File: config.mk
export PLATFORM = sky130hd
export DESIGN_NAME = board_switch_remote_uart_ctrl
export DESIGN_NICKNAME = d
export VERILOG_FILES = /design/src/hdl/board_switch_remote_uart_ctrl.v /design/src/hdl/sync_two_flop.v
export VERILOG_INCLUDE_DIRS = /design/src /design/src/pkg
export SDC_FILE = /design/constraint.sdc
export NUM_CORES = 1
export LEC_CHECK = 0
export BUFFER_PORTS_ARGS = -buffer_cell sky130_fd_sc_hd__buf_2
export CORE_ASPECT_RATIO = 1.1
export CORE_MARGIN = 2
export CORE_UTILIZATION = 30
export CTS_BUF_LIST = sky130_fd_sc_hd__clkbuf_8
export DETAILED_ROUTE_END_ITERATION = 12
export HOLD_SLACK_MARGIN = 0.05
export SYNTH_ARGS = -nofsm -noshare
export SYNTH_HDL_FRONTEND = slang
export SYNTH_SLANG_ARGS = --single-unit
File: constraint.sdc
create_clock -name pclk -period 5.4 [get_ports pclk]
set_clock_uncertainty 0.05 [all_clocks]
set_input_delay 0 -clock pclk [delete_from_list [all_inputs] [get_ports pclk]]
set_output_delay 0 -clock pclk [all_outputs]
set_load 0.02 [all_outputs]
File: src/pkg/board_switch_map.vh
// Address map, field positions, reset values and timing for the switch block
`ifndef BOARD_SWITCH_MAP_VH
`define BOARD_SWITCH_MAP_VH

// ==========================================================
// Register offsets (byte addresses, one word each)
`define OFF_USER_SW     12'h000
`define OFF_CFG_SW      12'h004
`define OFF_STATUS      12'h008
`define OFF_STANDBY_CNT 12'h00C
`define ADDR_W          12

// ==========================================================
// Field positions
`define BIT_BOOT_AUTO     0
`define BIT_BOOT_SWITCH   30
`define BIT_REMOTE_SWITCH 31
`define ST_REMOTE_ON      0
`define ST_DSR            1
`define ST_CTS            2
`define ST_BOOT_AUTO      3
`define ST_UART0_MCU      4
`define ST_UART1_MCU      5
`define ST_STANDBY        6
`define ST_LOADING        7
`define ST_SW_WROTE       8

// ==========================================================
// Reset values
`define USER_SW_RST 8'h00
`define CFG_SW_RST  8'h00
`define DATA_ZERO   32'h00000000

// ==========================================================
// Console owner setting encodings
`define OWNER_DISABLED 2'h0
`define OWNER_UART0    2'h1
`define OWNER_UART1    2'h2

// ==========================================================
// Timing: least standby request high time
`define CLK_HZ         250000000
`define STANDBY_MIN_MS 100
`define STANDBY_CYCLES (`CLK_HZ / 1000 * `STANDBY_MIN_MS)
`define CNT_W          25
`define CNT_ZERO       25'h0000000
`define CNT_ONE        25'h0000001

`endif

File: src/hdl/board_switch_remote_uart_ctrl.v
// Virtual switch words, physical switch mirror and remote serial control
`include "board_switch_map.vh"
`default_nettype none

module board_switch_remote_uart_ctrl
#(
  parameter STANDBY_CYCLES = `STANDBY_CYCLES
)
(
  input  wire               pclk,                  // APB clock
  input  wire               presetn,               // Reset, active low
  input  wire               psel,                  // APB select
  input  wire               penable,               // APB enable
  input  wire               pwrite,                // APB direction
  input  wire [`ADDR_W-1:0] paddr,                 // APB byte address
  input  wire [31:0]        pwdata,                // APB write data
  output wire               pready,                // APB ready
  output reg  [31:0]        prdata,                // APB read data
  output reg                pslverr,               // APB error
  input  wire [7:0]         user_switch_setting,   // User setting
  input  wire [7:0]         config_switch_setting, // Config setting
  input  wire [1:0]         console_owner_setting, // Console owner
  input  wire               bootscript_switch_up,  // High when up
  input  wire               remote_switch_up,      // High when up
  input  wire               remote_standby_request,// Modem DSR line
  input  wire               remote_console_select, // Modem CTS line
  input  wire               hw_reset_button,       // Button pulse
  input  wire               power_on_button,       // Leave standby
  output reg                boot_autorun,          // Boot behaviour
  output reg                uart0_to_mcu,          // Port 0 owner
  output reg                uart1_to_mcu,          // Port 1 owner
  output reg                standby_active,        // Board in standby
  output reg                standby_request        // Entry pulse
);

  // ==========================================================
  // Board state codes
  localparam [1:0] S_LOAD    = 2'b00;
  localparam [1:0] S_RUN     = 2'b01;
  localparam [1:0] S_STANDBY = 2'b10;

  // Limit in clock cycles; 25 bits hold the full 100 ms count at 250 MHz
  localparam [`CNT_W-1:0] STANDBY_LIMIT = STANDBY_CYCLES[`CNT_W-1:0];

  // ==========================================================
  // Address match, shared by read and write decode
  function hit;
    input [`ADDR_W-1:0] addr;
    input [`ADDR_W-1:0] off;
    begin
      hit = (addr == off);
    end
  endfunction

  // Any of the four words; full match, so aliases are refused
  function mapped;
    input [`ADDR_W-1:0] addr;
    begin
      mapped = hit(addr, `OFF_USER_SW) |
               hit(addr, `OFF_CFG_SW) |
               hit(addr, `OFF_STATUS) |
               hit(addr, `OFF_STANDBY_CNT);
    end
  endfunction

  // Held state
  reg  [1:0]        state;
  reg  [1:0]        next_state;
  reg  [7:0]        user_sw;
  reg  [7:0]        cfg_sw;
  reg               sw_wrote;
  reg  [`CNT_W-1:0] high_cnt;
  reg               fired;
  reg  [31:0]       next_rdata;

  // Decoded and synchronised levels
  wire [1:0]        modem_sync;
  wire              dsr_s;
  wire              cts_s;
  wire              boot_on;
  wire              remote_on;
  wire              setup;
  wire              wr_access;
  wire              wr_user;
  wire              wr_cfg;
  wire              at_limit;
  wire              remote_fire;
  wire              go_standby;
  wire              user_bit0;

  // ==========================================================
  // Modem-control lines cross into the clock domain
  // Two edges of delay; negligible against the 100 ms count
  sync_two_flop
  #(
    .WIDTH (2)
  )
  u_modem_sync
  (
    .clk   (pclk),
    .rst_n (presetn),
    .din   ({remote_console_select, remote_standby_request}),
    .dout  (modem_sync)
  );

  // Bit order follows the concatenation at the synchroniser input
  assign dsr_s = modem_sync[0];
  assign cts_s = modem_sync[1];

  // Up position is off, so on is the inverted level
  // Switches are slow levels taken as synchronous; no debounce here
  assign boot_on   = ~bootscript_switch_up;
  assign remote_on = ~remote_switch_up;

  // ==========================================================
  // APB decode; zero wait states, read data captured in setup
  // pready tied high, so every access ends in its first access cycle
  assign pready    = 1'b1;
  assign setup     = psel & ~penable;
  assign wr_access = psel & penable & pwrite & mapped(paddr);
  assign wr_user   = wr_access & hit(paddr, `OFF_USER_SW);
  assign wr_cfg    = wr_access & hit(paddr, `OFF_CFG_SW);

  // ==========================================================
  // Standby entry: remote request takes the button's own path
  assign at_limit    = (high_cnt == STANDBY_LIMIT);
  assign remote_fire = (state == S_RUN) & remote_on & dsr_s &
                       ~fired & at_limit;
  assign go_standby  = hw_reset_button | remote_fire;

  // Bit 0 at reload: a software value survives, else setting or switch
  assign user_bit0 = sw_wrote ? user_sw[`BIT_BOOT_AUTO] :
                     (boot_on | user_switch_setting[`BIT_BOOT_AUTO]);

  // ==========================================================
  // Board state sequence
  // Button and remote request share one path, so both behave alike
  always @*
  begin
    next_state = state;
    case (state)
      S_LOAD:
        next_state = S_RUN;
      S_RUN:
        if (go_standby)
          next_state = S_STANDBY;
      S_STANDBY:
        if (power_on_button)
          next_state = S_LOAD;
      default:
        next_state = S_LOAD;
    endcase
  end

  always @(posedge pclk or negedge presetn)
  begin
    if (!presetn)
      state <= S_LOAD;
    else
      state <= next_state;
  end

  // ==========================================================
  // Virtual switch words; settings are caught after reset release,
  // never under the asynchronous reset itself
  // Writes in the load cycle lose to the reload
  always @(posedge pclk or negedge presetn)
  begin
    if (!presetn)
    begin
      user_sw <= `USER_SW_RST;
      cfg_sw  <= `CFG_SW_RST;
    end
    else if (state == S_LOAD)
    begin
      user_sw <= {user_switch_setting[7:1], user_bit0};
      cfg_sw  <= config_switch_setting;
    end
    else
    begin
      if (wr_user)
        user_sw <= pwdata[7:0];
      if (wr_cfg)
        cfg_sw <= pwdata[7:0];
    end
  end

  // ==========================================================
  // Software copy of bit 0 is remembered across board resets;
  // only a power-on reset of this logic forgets it
  // Trade-off: rewriting the old value still marks the bit as software's
  always @(posedge pclk or negedge presetn)
  begin
    if (!presetn)
      sw_wrote <= 1'b0;
    else if (wr_user)
      sw_wrote <= 1'b1;
  end

  // ==========================================================
  // Boot behaviour is latched only while loading, so a later
  // write to bit 0 waits for the next reset
  // Held through standby, so behaviour changes only at the reload
  always @(posedge pclk or negedge presetn)
  begin
    if (!presetn)
      boot_autorun <= 1'b0;
    else if (state == S_LOAD)
      boot_autorun <= user_bit0;
  end

  // ==========================================================
  // Standby request high-time counter; saturates at the limit so
  // one long pulse fires once, and a short pulse never fires
  // Limitation: a drop of one synchronised cycle restarts the count
  always @(posedge pclk or negedge presetn)
  begin
    if (!presetn)
    begin
      high_cnt <= `CNT_ZERO;
      fired    <= 1'b0;
    end
    else if (!remote_on || !dsr_s || state != S_RUN)
    begin
      high_cnt <= `CNT_ZERO;
      fired    <= 1'b0;
    end
    else
    begin
      if (!at_limit)
        high_cnt <= high_cnt + `CNT_ONE;
      if (remote_fire)
        fired <= 1'b1;
    end
  end

  // ==========================================================
  // Standby outputs
  // Active level uses next_state, so it rises with the entry pulse
  always @(posedge pclk or negedge presetn)
  begin
    if (!presetn)
    begin
      standby_active  <= 1'b0;
      standby_request <= 1'b0;
    end
    else
    begin
      standby_active  <= (next_state == S_STANDBY);
      standby_request <= (state == S_RUN) & go_standby;
    end
  end

  // ==========================================================
  // Console ownership; remote select wins over the setting while
  // the remote switch is on, the setting holds otherwise
  // Limitation: the select line can give only the first port to the MCU; high also clears the second
  always @(posedge pclk or negedge presetn)
  begin
    if (!presetn)
    begin
      uart0_to_mcu <= 1'b0;
      uart1_to_mcu <= 1'b0;
    end
    else if (remote_on)
    begin
      uart0_to_mcu <= cts_s;
      uart1_to_mcu <= ~cts_s &
                      (console_owner_setting == `OWNER_UART1);
    end
    else
    begin
      uart0_to_mcu <= (console_owner_setting == `OWNER_UART0);
      uart1_to_mcu <= (console_owner_setting == `OWNER_UART1);
    end
  end

  // ==========================================================
  // Read mux; the words are shown here and nowhere else
  // Unmapped offsets read as zero; the error flag marks them
  always @*
  begin
    next_rdata = `DATA_ZERO;
    if (hit(paddr, `OFF_USER_SW))
    begin
      next_rdata[7:0] = user_sw;
      next_rdata[`BIT_BOOT_SWITCH]   = boot_on;
      next_rdata[`BIT_REMOTE_SWITCH] = remote_on;
    end
    else if (hit(paddr, `OFF_CFG_SW))
      next_rdata[7:0] = cfg_sw;
    else if (hit(paddr, `OFF_STATUS))
    begin
      next_rdata[`ST_REMOTE_ON] = remote_on;
      next_rdata[`ST_DSR]       = dsr_s;
      next_rdata[`ST_CTS]       = cts_s;
      next_rdata[`ST_BOOT_AUTO] = boot_autorun;
      next_rdata[`ST_UART0_MCU] = uart0_to_mcu;
      next_rdata[`ST_UART1_MCU] = uart1_to_mcu;
      next_rdata[`ST_STANDBY]   = standby_active;
      next_rdata[`ST_LOADING]   = (state == S_LOAD);
      next_rdata[`ST_SW_WROTE]  = sw_wrote;
    end
    else if (hit(paddr, `OFF_STANDBY_CNT))
      next_rdata[`CNT_W-1:0] = high_cnt;
  end

  // ==========================================================
  // Read data and error are registered in the setup cycle, so the
  // access cycle answers at once with flop outputs
  // A write captures zero, so no stale read data leaks out
  always @(posedge pclk or negedge presetn)
  begin
    if (!presetn)
    begin
      prdata  <= `DATA_ZERO;
      pslverr <= 1'b0;
    end
    else if (setup)
    begin
      prdata  <= pwrite ? `DATA_ZERO : next_rdata;
      pslverr <= ~mapped(paddr);
    end
  end

endmodule

`default_nettype wire

File: src/hdl/sync_two_flop.v
// Two-flop synchroniser for a group of independent level inputs
`default_nettype none

module sync_two_flop
#(
  parameter WIDTH = 2
)
(
  input  wire             clk,     // Sampling clock
  input  wire             rst_n,   // Asynchronous reset, active low
  input  wire [WIDTH-1:0] din,     // Asynchronous levels
  output wire [WIDTH-1:0] dout     // Synchronised levels
);

  genvar i;

  // ==========================================================
  // One flop pair per bit; the first flop feeds only the second
  generate
    for (i = 0; i < WIDTH; i = i + 1)
    begin : g_bit
      reg stage1;
      reg stage2;
      always @(posedge clk or negedge rst_n)
      begin
        if (!rst_n)
        begin
          stage1 <= 1'b0;
          stage2 <= 1'b0;
        end
        else
        begin
          stage1 <= din[i];
          stage2 <= stage1;
        end
      end
      assign dout[i] = stage2;
    end
  endgenerate

endmodule

`default_nettype wire

# After elaboration in Yosys (flattened, before gate mapping)
# Index checks and enable logic that the tools add are counted.
dict set report totals {
  register_bits 87
  latch_bits 0
  ramBits 0
  mem_bits_ro 0
  output_inout_bits 39
  elab_cells 83
  memories 0
}
dict set report classes {
  add_sub_neg 1
  multipliers 0
  n_div 0
  order_cmp 0
  n_eq_ne 11
  shift 0
  n_mux 23
  bitwise 23
  reduce_logical 8
}
# cell count
set op_table {}
lappend op_table {{25-bit 2-to-1 mux} 3}
lappend op_table {{8-bit 2-to-1 mux} 6}
lappend op_table {{17-bit 2-to-1 mux} 2}
lappend op_table {{32-bit 2-to-1 mux} 1}
lappend op_table {{25-bit by 1-bit adder with 25-bit output (second input constant)} 1}
lappend op_table {{25-bit equality test (second input constant)} 1}
lappend op_table {{12-bit by 4-bit equality test with 1-bit output (second input constant)} 2}
lappend op_table {{16-bit 2-to-1 mux} 1}
lappend op_table {{1-bit bitwise AND} 12}
lappend op_table {{12-bit by 3-bit equality test with 1-bit output (second input constant)} 1}
lappend op_table {{12-bit logical NOT} 1}
lappend op_table {{9-bit 2-to-1 mux} 1}
lappend op_table {{2-bit equality test (second input constant)} 3}
lappend op_table {{2-bit 2-to-1 mux} 3}
lappend op_table {{1-bit inverter} 6}
lappend op_table {{2-bit one-hot mux with 3 select lines} 1}
lappend op_table {{2-bit nonzero test} 3}
lappend op_table {{1-bit 2-to-1 mux} 5}
lappend op_table {{1-bit bitwise OR} 5}
lappend op_table {{2-bit by 1-bit equality test with 1-bit output (second input constant)} 2}
lappend op_table {{2-bit by 1-bit inequality test with 1-bit output (second input constant)} 2}
lappend op_table {{2-bit logical NOT} 1}
lappend op_table {{1-bit logical OR} 2}
lappend op_table {{1-bit logical NOT} 1}

# Logic depth before layout (Yosys ltp)
# Gate-level depths: netlist of run 1.
dict set report depth {
  ltp_word 9
  depth_mapped 7
}

# Cells and area by module
# From an unflattened synthesis of run 1, not the netlist that was laid out.
dict set report hier_totals {
  cells_unflattened 372
  hier_area_um2 3957.5
}
# mod n_inst cells_per_inst area_each_um2
set by_module_without_submodules {}
lappend by_module_without_submodules {board_switch_remote_uart_ctrl 1 366 3842.4}
lappend by_module_without_submodules {sync_two_flop 1 6 115.1}

# Worst setup path after synthesis of run 1
# No wires, ideal clock.
dict set report synth_path {
  path_kind {flip-flop to flip-flop}
  from {register high_cnt[5]}
  to {register high_cnt[23]}
  setup_time_ns 0.077
  t_arrival_ns 1.829
  required_ns 5.273
  slack_ns 3.443
  stages_incl_launch_ff 7
  period_less_slack_ns 1.957
  path_cell_list {dfrtp_1 > buf_6 > nand4_2 > or4_4 > buf_6 > or4_1 > a21oi_1}
}
dict set report synth_via {
  elab_chain_len 3
  word_cells_on_any_way 5
}
# item line
set synth_lines {}
lappend synth_lines {{start: declaration} board_switch_remote_uart_ctrl.v:72} ;# reg [`CNT_W-1:0] high_cnt;
lappend synth_lines {{start signal: assignment} board_switch_remote_uart_ctrl.v:220} ;# high_cnt <= `CNT_ZERO;
lappend synth_lines {{start signal: assignment} board_switch_remote_uart_ctrl.v:225} ;# high_cnt <= `CNT_ZERO;
lappend synth_lines {{start signal: assignment} board_switch_remote_uart_ctrl.v:231} ;# high_cnt <= high_cnt + `CNT_ONE;
lappend synth_lines {{25-bit by 1-bit adder with 25-bit output (no source line)} n/a}
lappend synth_lines {{25-bit 2-to-1 mux} board_switch_remote_uart_ctrl.v:230} ;# if (!at_limit)
lappend synth_lines {{25-bit 2-to-1 mux} board_switch_remote_uart_ctrl.v:223} ;# else if (!remote_on || !dsr_s || state != S_RUN)
# Parallel ways exist; a longest one is shown, timed or not. The select of a mux whose other input is x is not followed.
# A chain may end at the register's enable or synchronous reset.

# Worst setup path in the final report of run 1
dict set report layout_path {
  from {input paddr[5]}
  to {register prdata[31]}
}
dict set report layout_via {
  elab_chain_len 3
}
# item line
set layout_lines {}
lappend layout_lines {{start: declaration} board_switch_remote_uart_ctrl.v:15} ;# input wire [`ADDR_W-1:0] paddr,
lappend layout_lines {{12-bit logical NOT} board_switch_remote_uart_ctrl.v:51} ;# hit = (addr == off);
lappend layout_lines {{2-bit 2-to-1 mux} board_switch_remote_uart_ctrl.v:284} ;# if (hit(paddr, `OFF_USER_SW))
lappend layout_lines {{32-bit 2-to-1 mux} board_switch_remote_uart_ctrl.v:321} ;# prdata <= pwrite ? `DATA_ZERO : next_rdata;
lappend layout_lines {{end signal: assignment} board_switch_remote_uart_ctrl.v:316} ;# prdata <= `DATA_ZERO;
lappend layout_lines {{end signal: assignment} board_switch_remote_uart_ctrl.v:321}
lappend layout_lines {{end: declaration} board_switch_remote_uart_ctrl.v:18} ;# output reg [31:0] prdata,
# Every way passes these cells.

==> flow_metrics.env, run 1 <==
export IMPL_status="finished, final reports clean"
export IMPL_antenna_found_initial=0
export IMPL_clk_path_buf_depth=2
export IMPL_maxCapViolCount=0
export IMPL_hold_depth=4
export IMPL_dieArea_um2=14530
export IMPL_track_usage_pct=14.13
export IMPL_drc=0
export IMPL_period_share_pct=45.88
export IMPL_cts_made_buffers=9
export IMPL_crit_path_max_fanout=9
export IMPL_r2r_end="high_cnt[21]$_DFFE_PN0P_"
export IMPL_cp_required_ns=5.66
export IMPL_h_tree_depth=3
export IMPL_ys_async_sr_fraction_pct=100.0
export IMPL_routed_via_density=5.052
export IMPL_synth_cell_types=54
export IMPL_clock_latency_ns=0.38
export IMPL_synth_edf_count=0
export IMPL_grt_pass1_wl_um=16330
export IMPL_initial_core_util_pct=30.84
export IMPL_p_leak_nw=2.465
export IMPL_antenna_left=0
export IMPL_synthFlopType="dfrtp_1"
export IMPL_gp_congestion=0.8233
export IMPL_rr_startpoint="high_cnt[5]$_DFFE_PN0P_"
export IMPL_syn_area_per_cell_um2=10.56
export IMPL_yosysWarnings=0
export IMPL_rsz0062_at_grt="no"
export IMPL_n_fill_cell=1289
export IMPL_cts_tree="done"
export IMPL_worst_pin_slew_ns=1.031
export IMPL_hpwl_um=6618
export IMPL_die_h_um=126.2
export IMPL_critPathKind="input pin to flop"
export IMPL_clk_pin_slew_worst_paths_ns=0.11
export IMPL_finalSetupTns_ns=0
export IMPL_power_density_nw_per_um2=307.5
export IMPL_layout_drive_gt1_share_pct=23.20
export IMPL_grt_overflow=0
export IMPL_io_pins=112
export IMPL_finalHoldViolCount=0
export IMPL_hold_start="paddr[4]"
export IMPL_fp_dieW_um=115.1
export IMPL_wirelength_um=9924
export IMPL_critPathCaptureType="flop"
export IMPL_dr_total_vias=3405
export IMPL_setup_viol=0
export IMPL_core_um2=13210
export IMPL_max_slew_margin_pct=31.27
export IMPL_start_kind="input pin"
export IMPL_crit_arrival_ns=2.74
export IMPL_fmax_ghz=0.4037
export IMPL_drv_slew=0
export IMPL_num_nets_final=583
export IMPL_io_buffers=81
export IMPL_ir_worst_vdd_uv=181.9
export IMPL_cts_root_buffer="clkbuf_8"
export IMPL_final_cells=674
export IMPL_grt_pass1_vias=3336
export IMPL_rows=44
export IMPL_cts_sinks=82
export IMPL_min_period_ns=2.477
export IMPL_syn2layout_area_growth_pct=28.58
export IMPL_drt_pass1_iterations=4
export IMPL_min_to="prdata[3]$_DFFE_PN0P_"
export IMPL_place_inst=608
export IMPL_min_path_type="input pin to flop"
export IMPL_rr_worst_depth=4
export IMPL_syn_inst=386
export IMPL_cts_resized=0
export IMPL_drt_iter0_markers=169
export IMPL_seq_area_frac_synth_pct=50.35
export IMPL_n_antenna_cell=0
export IMPL_synthesis_area_um2=4075
export IMPL_grt_max_degree=83
export IMPL_synth_ff_latch_count=82
export IMPL_wire_per_inst_um=14.72
export IMPL_reg2reg_slack_ns=3.27
layer usage:
| layer | vias up | routed length, um | global-route usage [%] |
|---|---|---|---|
| li1 | 1664 | - | - |
| met1 | 1650 | 4585 | 18.77 |
| met2 | 81 | 4753 | 22.77 |
| met3 | 10 | 496 | 3.802 |
| met4 | 0 | 89 | 3.756 |
| met5 | - | 0 | 0 |
cells in the mapped netlist, drive strengths merged, types with 3 or more instances:
| cell type | count | area [um2] |
|---|---|---|
| a32o | 9 | 90.09 |
| nand4 | 8 | 56.30 |
| inv | 5 | 18.77 |
| buf | 14 | 108.9 |
| o21ai | 25 | 125.1 |
| nand3 | 13 | 65.06 |
| mux2i | 30 | 300.3 |
| a22o | 16 | 140.1 |
| or4 | 10 | 86.33 |
| nor3b | 3 | 22.52 |
| nor2 | 15 | 56.30 |
| xnor2 | 3 | 26.28 |
| xor2 | 6 | 52.55 |
| clkbuf | 12 | 55.05 |
| dfrtp | 82 | 2052 |
| nand2 | 48 | 180.2 |
| and3 | 6 | 40.03 |
| nand2b | 6 | 37.54 |
| o31ai | 10 | 75.07 |
| or3 | 3 | 21.27 |
| nor3 | 3 | 15.01 |
| a21oi | 16 | 80.08 |
| nor4 | 8 | 71.32 |
| and4 | 5 | 46.30 |
how the worst max path moves through the flow:
stage	start	endpoint	slack [ns]	depth (start not counted)
after floorplan	high_cnt[5]$_DFFE_PN0P_	high_cnt[23]$_DFFE_PN0P_	3.44	6
after global placement	paddr[9]	prdata[11]$_DFFE_PN0P_	3.16	5
after detailed placement	paddr[9]	prdata[18]$_DFFE_PN0P_	3.15	5
after CTS	paddr[5]	prdata[31]$_DFFE_PN0P_	2.89	7
after global routing	paddr[5]	prdata[30]$_DFFE_PN0P_	2.70	7
final	paddr[5]	prdata[31]$_DFFE_PN0P_	2.92	7
state kept, by name, indices dropped and copies added (netlist names), 2 cells and up:
name,flops
u_modem_sync.g_bit.stage2,2
user_sw,8
u_modem_sync.g_bit.stage1,2
prdata,27
high_cnt,25
state,2
cfg_sw,8
timing repair:
item,4_1_cts,5_1_grt
hold endpoints to repair,116,0
buffers inserted,0,0
hold buffers,50,0
placed cells by master (no fill, tap or decap), types with 5 or more instances in the layout:
cell type / n
nor4_1: 6
nand4_1: 7
mux2i_1: 30
or4_1: 7
nand2_1: 48
nand2b_1: 6
o21ai_0: 25
o31ai_1: 10
conb_1: 6
a32o_1: 9
dfrtp_1: 82
inv_1: 5
nand3_1: 13
clkbuf_8: 9
a21oi_1: 16
xor2_1: 6
nor2_1: 15
buf_2: 80
a22o_1: 16
dlygate4sd3_1: 50
final cells by class:
cell class	instances	area (um2)	area share [%]
well taps	161	201.4	3.844
multi-input cells	276	1843	35.17
repair buffers	134	930.9	17.77
clock inverters	7	70.07	1.337
inverters	5	18.77	0.3582
clock buffers	9	123.9	2.364
flip-flops and latches	82	2052	39.16
where the power goes:
part | internal, mW | switching [mW]
clock | 0.180 | 0.261
combinational | 0.224 | 0.197
sequential | 0.695 | 0.0537
worst max-delay path, cell delays in order:
cell and delay [ns]:
dlygate4sd3_1 0.53, buf_2 0.13, or4_4 0.51, nor4_2 0.63
nand2_1 0.16, o31ai_1 0.21, dlygate4sd3_1 0.57
cells by family after synthesis:
logic type               count (synthesis)  synth area share (%)
flip-flops                              82                 50.35
other                                    2                0.1843
XOR/XNOR                                 9                 1.934
AND/OR/NAND/NOR                        141                 19.65
AO/OA/AOI/OAI                           86                 14.55
adder cells (fa/ha/maj)                  2                0.6140
multiplexers                            32                 7.921
buffers and inverters                   32                 4.790
stage by stage:
step                area, um2  hold slack (ns)  setup slack [ns]  total power, mW  utilization, %
floorplan                4090          -0.3456             3.443           0.9615               -
global placement         4546          0.05783             3.157            1.046           34.40
detailed placement       4546          0.05931             3.148            1.056           34.40
CTS                      5240           0.1082             2.890            1.616           39.66
global route             5240           0.1095             2.703            1.702           39.66
finish                   5240           0.1147             2.923            1.611           39.66
Power figures use the tool's default switching activity.
==> inputs of run 2 (changes only) <==
--- a/config.mk
+++ b/config.mk
@@ -6,6 +6,7 @@
 export SDC_FILE = /design/constraint.sdc
 export NUM_CORES = 1
 export LEC_CHECK = 0
+export ABC_AREA = 1
 export BUFFER_PORTS_ARGS = -buffer_cell sky130_fd_sc_hd__buf_2
 export CORE_ASPECT_RATIO = 1.1
 export CORE_MARGIN = 2
==> constraint.sdc (replaced) <==
create_clock -name pclk -period 2.24 [get_ports pclk]
set_clock_uncertainty 0.05 [all_clocks]
set_input_delay 0 -clock pclk [delete_from_list [all_inputs] [get_ports pclk]]
set_output_delay 0 -clock pclk [all_outputs]
set_load 0.02 [all_outputs]
==> run 2 against run 1 <==
Power increased to 2.5 times the previous value. Die area grew 6.6%. Register-to-register slack got worse by 3.0 ns. Count of clock-buffer cells in the layout grew 2. Cell count is 33% higher. Critical path depth up 1. Core utilization shrank 0.62 points. Worst hold slack lost 0.0023 ns. Sequential power increased by 140%. Sequential cell count is the same. Worst setup slack got worse by 2.7 ns. Clock power rose by 150%. Critical path type unchanged. Highest routed layer unchanged.
==> flow_metrics.env, run 2 <==
export IMPL_status="finished, final reports clean"
export IMPL_min_period_ns=2.039
export IMPL_wl_met3_um=510
export IMPL_final_area_um2=5594
export IMPL_io_buffers=81
export IMPL_final_cell_mix="nand2_1 (186), dfrtp_1 (82), buf_2 (80)"
export IMPL_clk_path_buf_depth=2
export IMPL_rr_startpoint="state[0]$_DFF_PN0_"
export IMPL_maxCapViolCount=0
export IMPL_cts_setup_buffers=0
export IMPL_placed_area_um2=4916
export IMPL_finalSetupTns_ns=0
export IMPL_syn2layout_area_growth_pct=28.44
export IMPL_yosysWarnings=0
export IMPL_crit_arrival_ns=2.28
export IMPL_cp_required_ns=2.48
export IMPL_fmax_ghz=0.4905
export IMPL_drt_iter0_markers=230
export IMPL_track_usage_pct=15.36
export IMPL_largest_reg_flops=27
export IMPL_syn_inst=572
export IMPL_yosys_area_top_type="dfrtp_1"
export IMPL_synthesis_area_um2=4355
export IMPL_antenna_left=0
export IMPL_rows=46
export IMPL_p_leak_nw=2.683
export IMPL_drv_slew=0
export IMPL_synth_ff_latch_count=82
export IMPL_highest_layer="met4"
export IMPL_period_share_pct=91.01
export IMPL_clk_pin_slew_worst_paths_ns=0.09
export IMPL_n_antenna_cell=0
export IMPL_setup_viol=0
export IMPL_ir_worst_vdd_uv=232.1
export IMPL_max_slew_margin_pct=60.47
export IMPL_grt_overflow=0
export IMPL_reg_largest_list="prdata: 27 flops, high_cnt: 25 flops"
export IMPL_critPathCaptureType="flop"
export IMPL_drc=0
export IMPL_multi_input_area_um2=1967
export IMPL_layout_drive_gt1_share_pct=18.61
export IMPL_cts_tree="done"
export IMPL_cp_top_family="buffers and inverters"
export IMPL_seqCellArea_um2=2052
export IMPL_top_register="prdata"
export IMPL_cp_buffers_inverters=4
export IMPL_wire_per_inst_um=12.78
export IMPL_n_fill_cell=1489
export IMPL_hpwl_um=7979
export IMPL_critPathKind="input pin to flop"
export IMPL_worst_pin_slew_ns=0.5929
export IMPL_syn_area_per_cell_um2=7.614
export IMPL_cts_hold_buf=48
export IMPL_gp_congestion=0.8355
export IMPL_min_path_type="input pin to flop"
export IMPL_clock_latency_ns=0.36
export IMPL_wl_met2_um=5451
export IMPL_crit_path_cell_trace="dlygate4sd3_1 > buf_2 > nand2_1 > dlygate4sd3_1 > nor2_1 > nand3_2 > dlygate4sd3_1 > nand2_1"
export IMPL_synth_cell_types=33
export IMPL_yosysMostFrequentCell="nand2_1"
export IMPL_ys_async_sr_fraction_pct=100.0
export IMPL_synth_edf_count=0
export IMPL_grt_pass1_wl_um=19360
export IMPL_antenna_found_initial=0
export IMPL_cp_startpoint="psel"
export IMPL_crit_path_max_fanout=4
export IMPL_power_density_nw_per_um2=721.6
export IMPL_hold_start="paddr[2]"
export IMPL_layout_commonest_cell="nand2_1"
export IMPL_h_tree_depth=3
export IMPL_drt_pass1_iterations=4
export IMPL_cts_made_buffers=9
export IMPL_io_pins=112
export IMPL_synth_common_cells="nand2_1 (186), dfrtp_1 (82), nor2_1 (72)"
export IMPL_cts_root_buffer="clkbuf_8"
export IMPL_wirelength_um=11450
export IMPL_dieArea_um2=15500
export IMPL_netlist_area_leader_share_pct=47.11
export IMPL_start_kind="input pin"
export IMPL_cts_sinks=82
export IMPL_core_um2=14330
export IMPL_routed_via_density=4.473
export IMPL_num_nets_final=774
export IMPL_dr_total_vias=4008
export IMPL_synthTopCellsByArea="dfrtp_1 (47%), nand2_1 (16%), nor2_1 (6.2%)"
export IMPL_grt_max_degree=45
export IMPL_rsz0062_at_grt="no"
export IMPL_grt_pass1_vias=3999
export IMPL_max_stage_delay_ns=0.62
export IMPL_crit_top_cell="dlygate4sd3_1"
export IMPL_fp_dieW_um=118.9
export IMPL_initial_core_util_pct=30.39
export IMPL_finalHoldViolCount=0
export IMPL_drt_met1_wl_um=5335
export IMPL_seq_area_frac_synth_pct=47.11
export IMPL_synthFlopType="dfrtp_1"
export IMPL_cts_resized=0
export IMPL_cp_slowest_cell="dlygate4sd3_1"
export IMPL_die_h_um=130.4
[run 2: changes by cell type after synthesis, sizes merged, moves of 14 or more]
cell and delta:
a22o -16, inv +47, mux2i -30, nand2 +144
nand3 +44, nor2 +66, o21ai +14
[run 2: worst register-to-register path, stage by stage, from the launching register on]
cell           delay (ns)
dfrtp_1              0.41
nor2_1               0.17
inv_1                0.29
nand2_1              0.19
nand2_1              0.08
dlygate4sd3_1        0.57
nand2_1              0.08
nand2_1              0.06
[run 2: kinds of logic (layout without fill, tap and decap cells)]
logic type	after synthesis	count (layout)	share of synthesized area [%]
flops	82	82	47.11
compound gates	56	56	6.952
xor+xnor	4	4	0.8043
simple gates	351	351	36.31
buf+inv	75	203	8.072
fa+ha+maj	2	2	0.5745
other cells	2	6	0.1724
[run 2: path summary, 6_finish.rpt]
| path | depth (start not counted) | slack (ns) | to |
|---|---|---|---|
| setup / recovery | 8 | 0.20 | sw_wrote$_DFFE_PN0P_ |
| hold / removal | 6 | 0.11 | prdata[1]$_DFFE_PN0P_ |
| setup reg to reg | 7 | 0.25 | cfg_sw[7]$_DFFE_PN0P_ |
| hold reg to reg | 0 | 0.31 | u_modem_sync.g_bit[1].stage2$_DFF_PN0_ |
| max in group asynchronous | 3 | 1.37 | u_modem_sync.g_bit[1].stage2$_DFF_PN0_ |
| min in group asynchronous | 2 | 0.15 | cfg_sw[6]$_DFFE_PN0P_ |
[run 2: per-stage QoR]
stage	hold WS [ns]	setup WS, ns	utilization, %	instances	power, mW
3_5_place_dp	0.003057	0.4930	34.30	832	2.744
5_1_grt	0.1602	0.02509	39.03	896	4.319
4_1_cts	0.1032	0.2092	39.03	896	4.055
2_1_floorplan	-0.3456	0.8003	-	576	2.498
6_report	0.1124	0.2013	39.03	896	4.037
3_3_place_gp	0.0006717	0.5664	34.30	832	2.729
[run 2: area by class of cell]
| type | instances | area share (%) |
|---|---|---|
| inverter | 53 | 3.556 |
| multi-input combinational | 419 | 35.16 |
| clock buffer | 11 | 2.706 |
| tap | 192 | 4.294 |
| sequential | 82 | 36.68 |
| timing repair buffer | 134 | 16.77 |
| clock inverter | 5 | 0.8276 |
[run 2: metal layers]
metal / global-route usage [%] / vias up
met5: 0 / -
met4: 4.902 / 0
met3: 3.168 / 12
met2: 26.27 / 79
met1: 19.64 / 1865
li1: - / 2052
[run 2: power by group]
group          internal, mW  total (mW)  switching [mW]  leakage, nW
combinational         0.484        1.17           0.688         1.48
sequential             1.67        1.77          0.0983         1.09
clock                 0.563        1.09           0.528        0.113
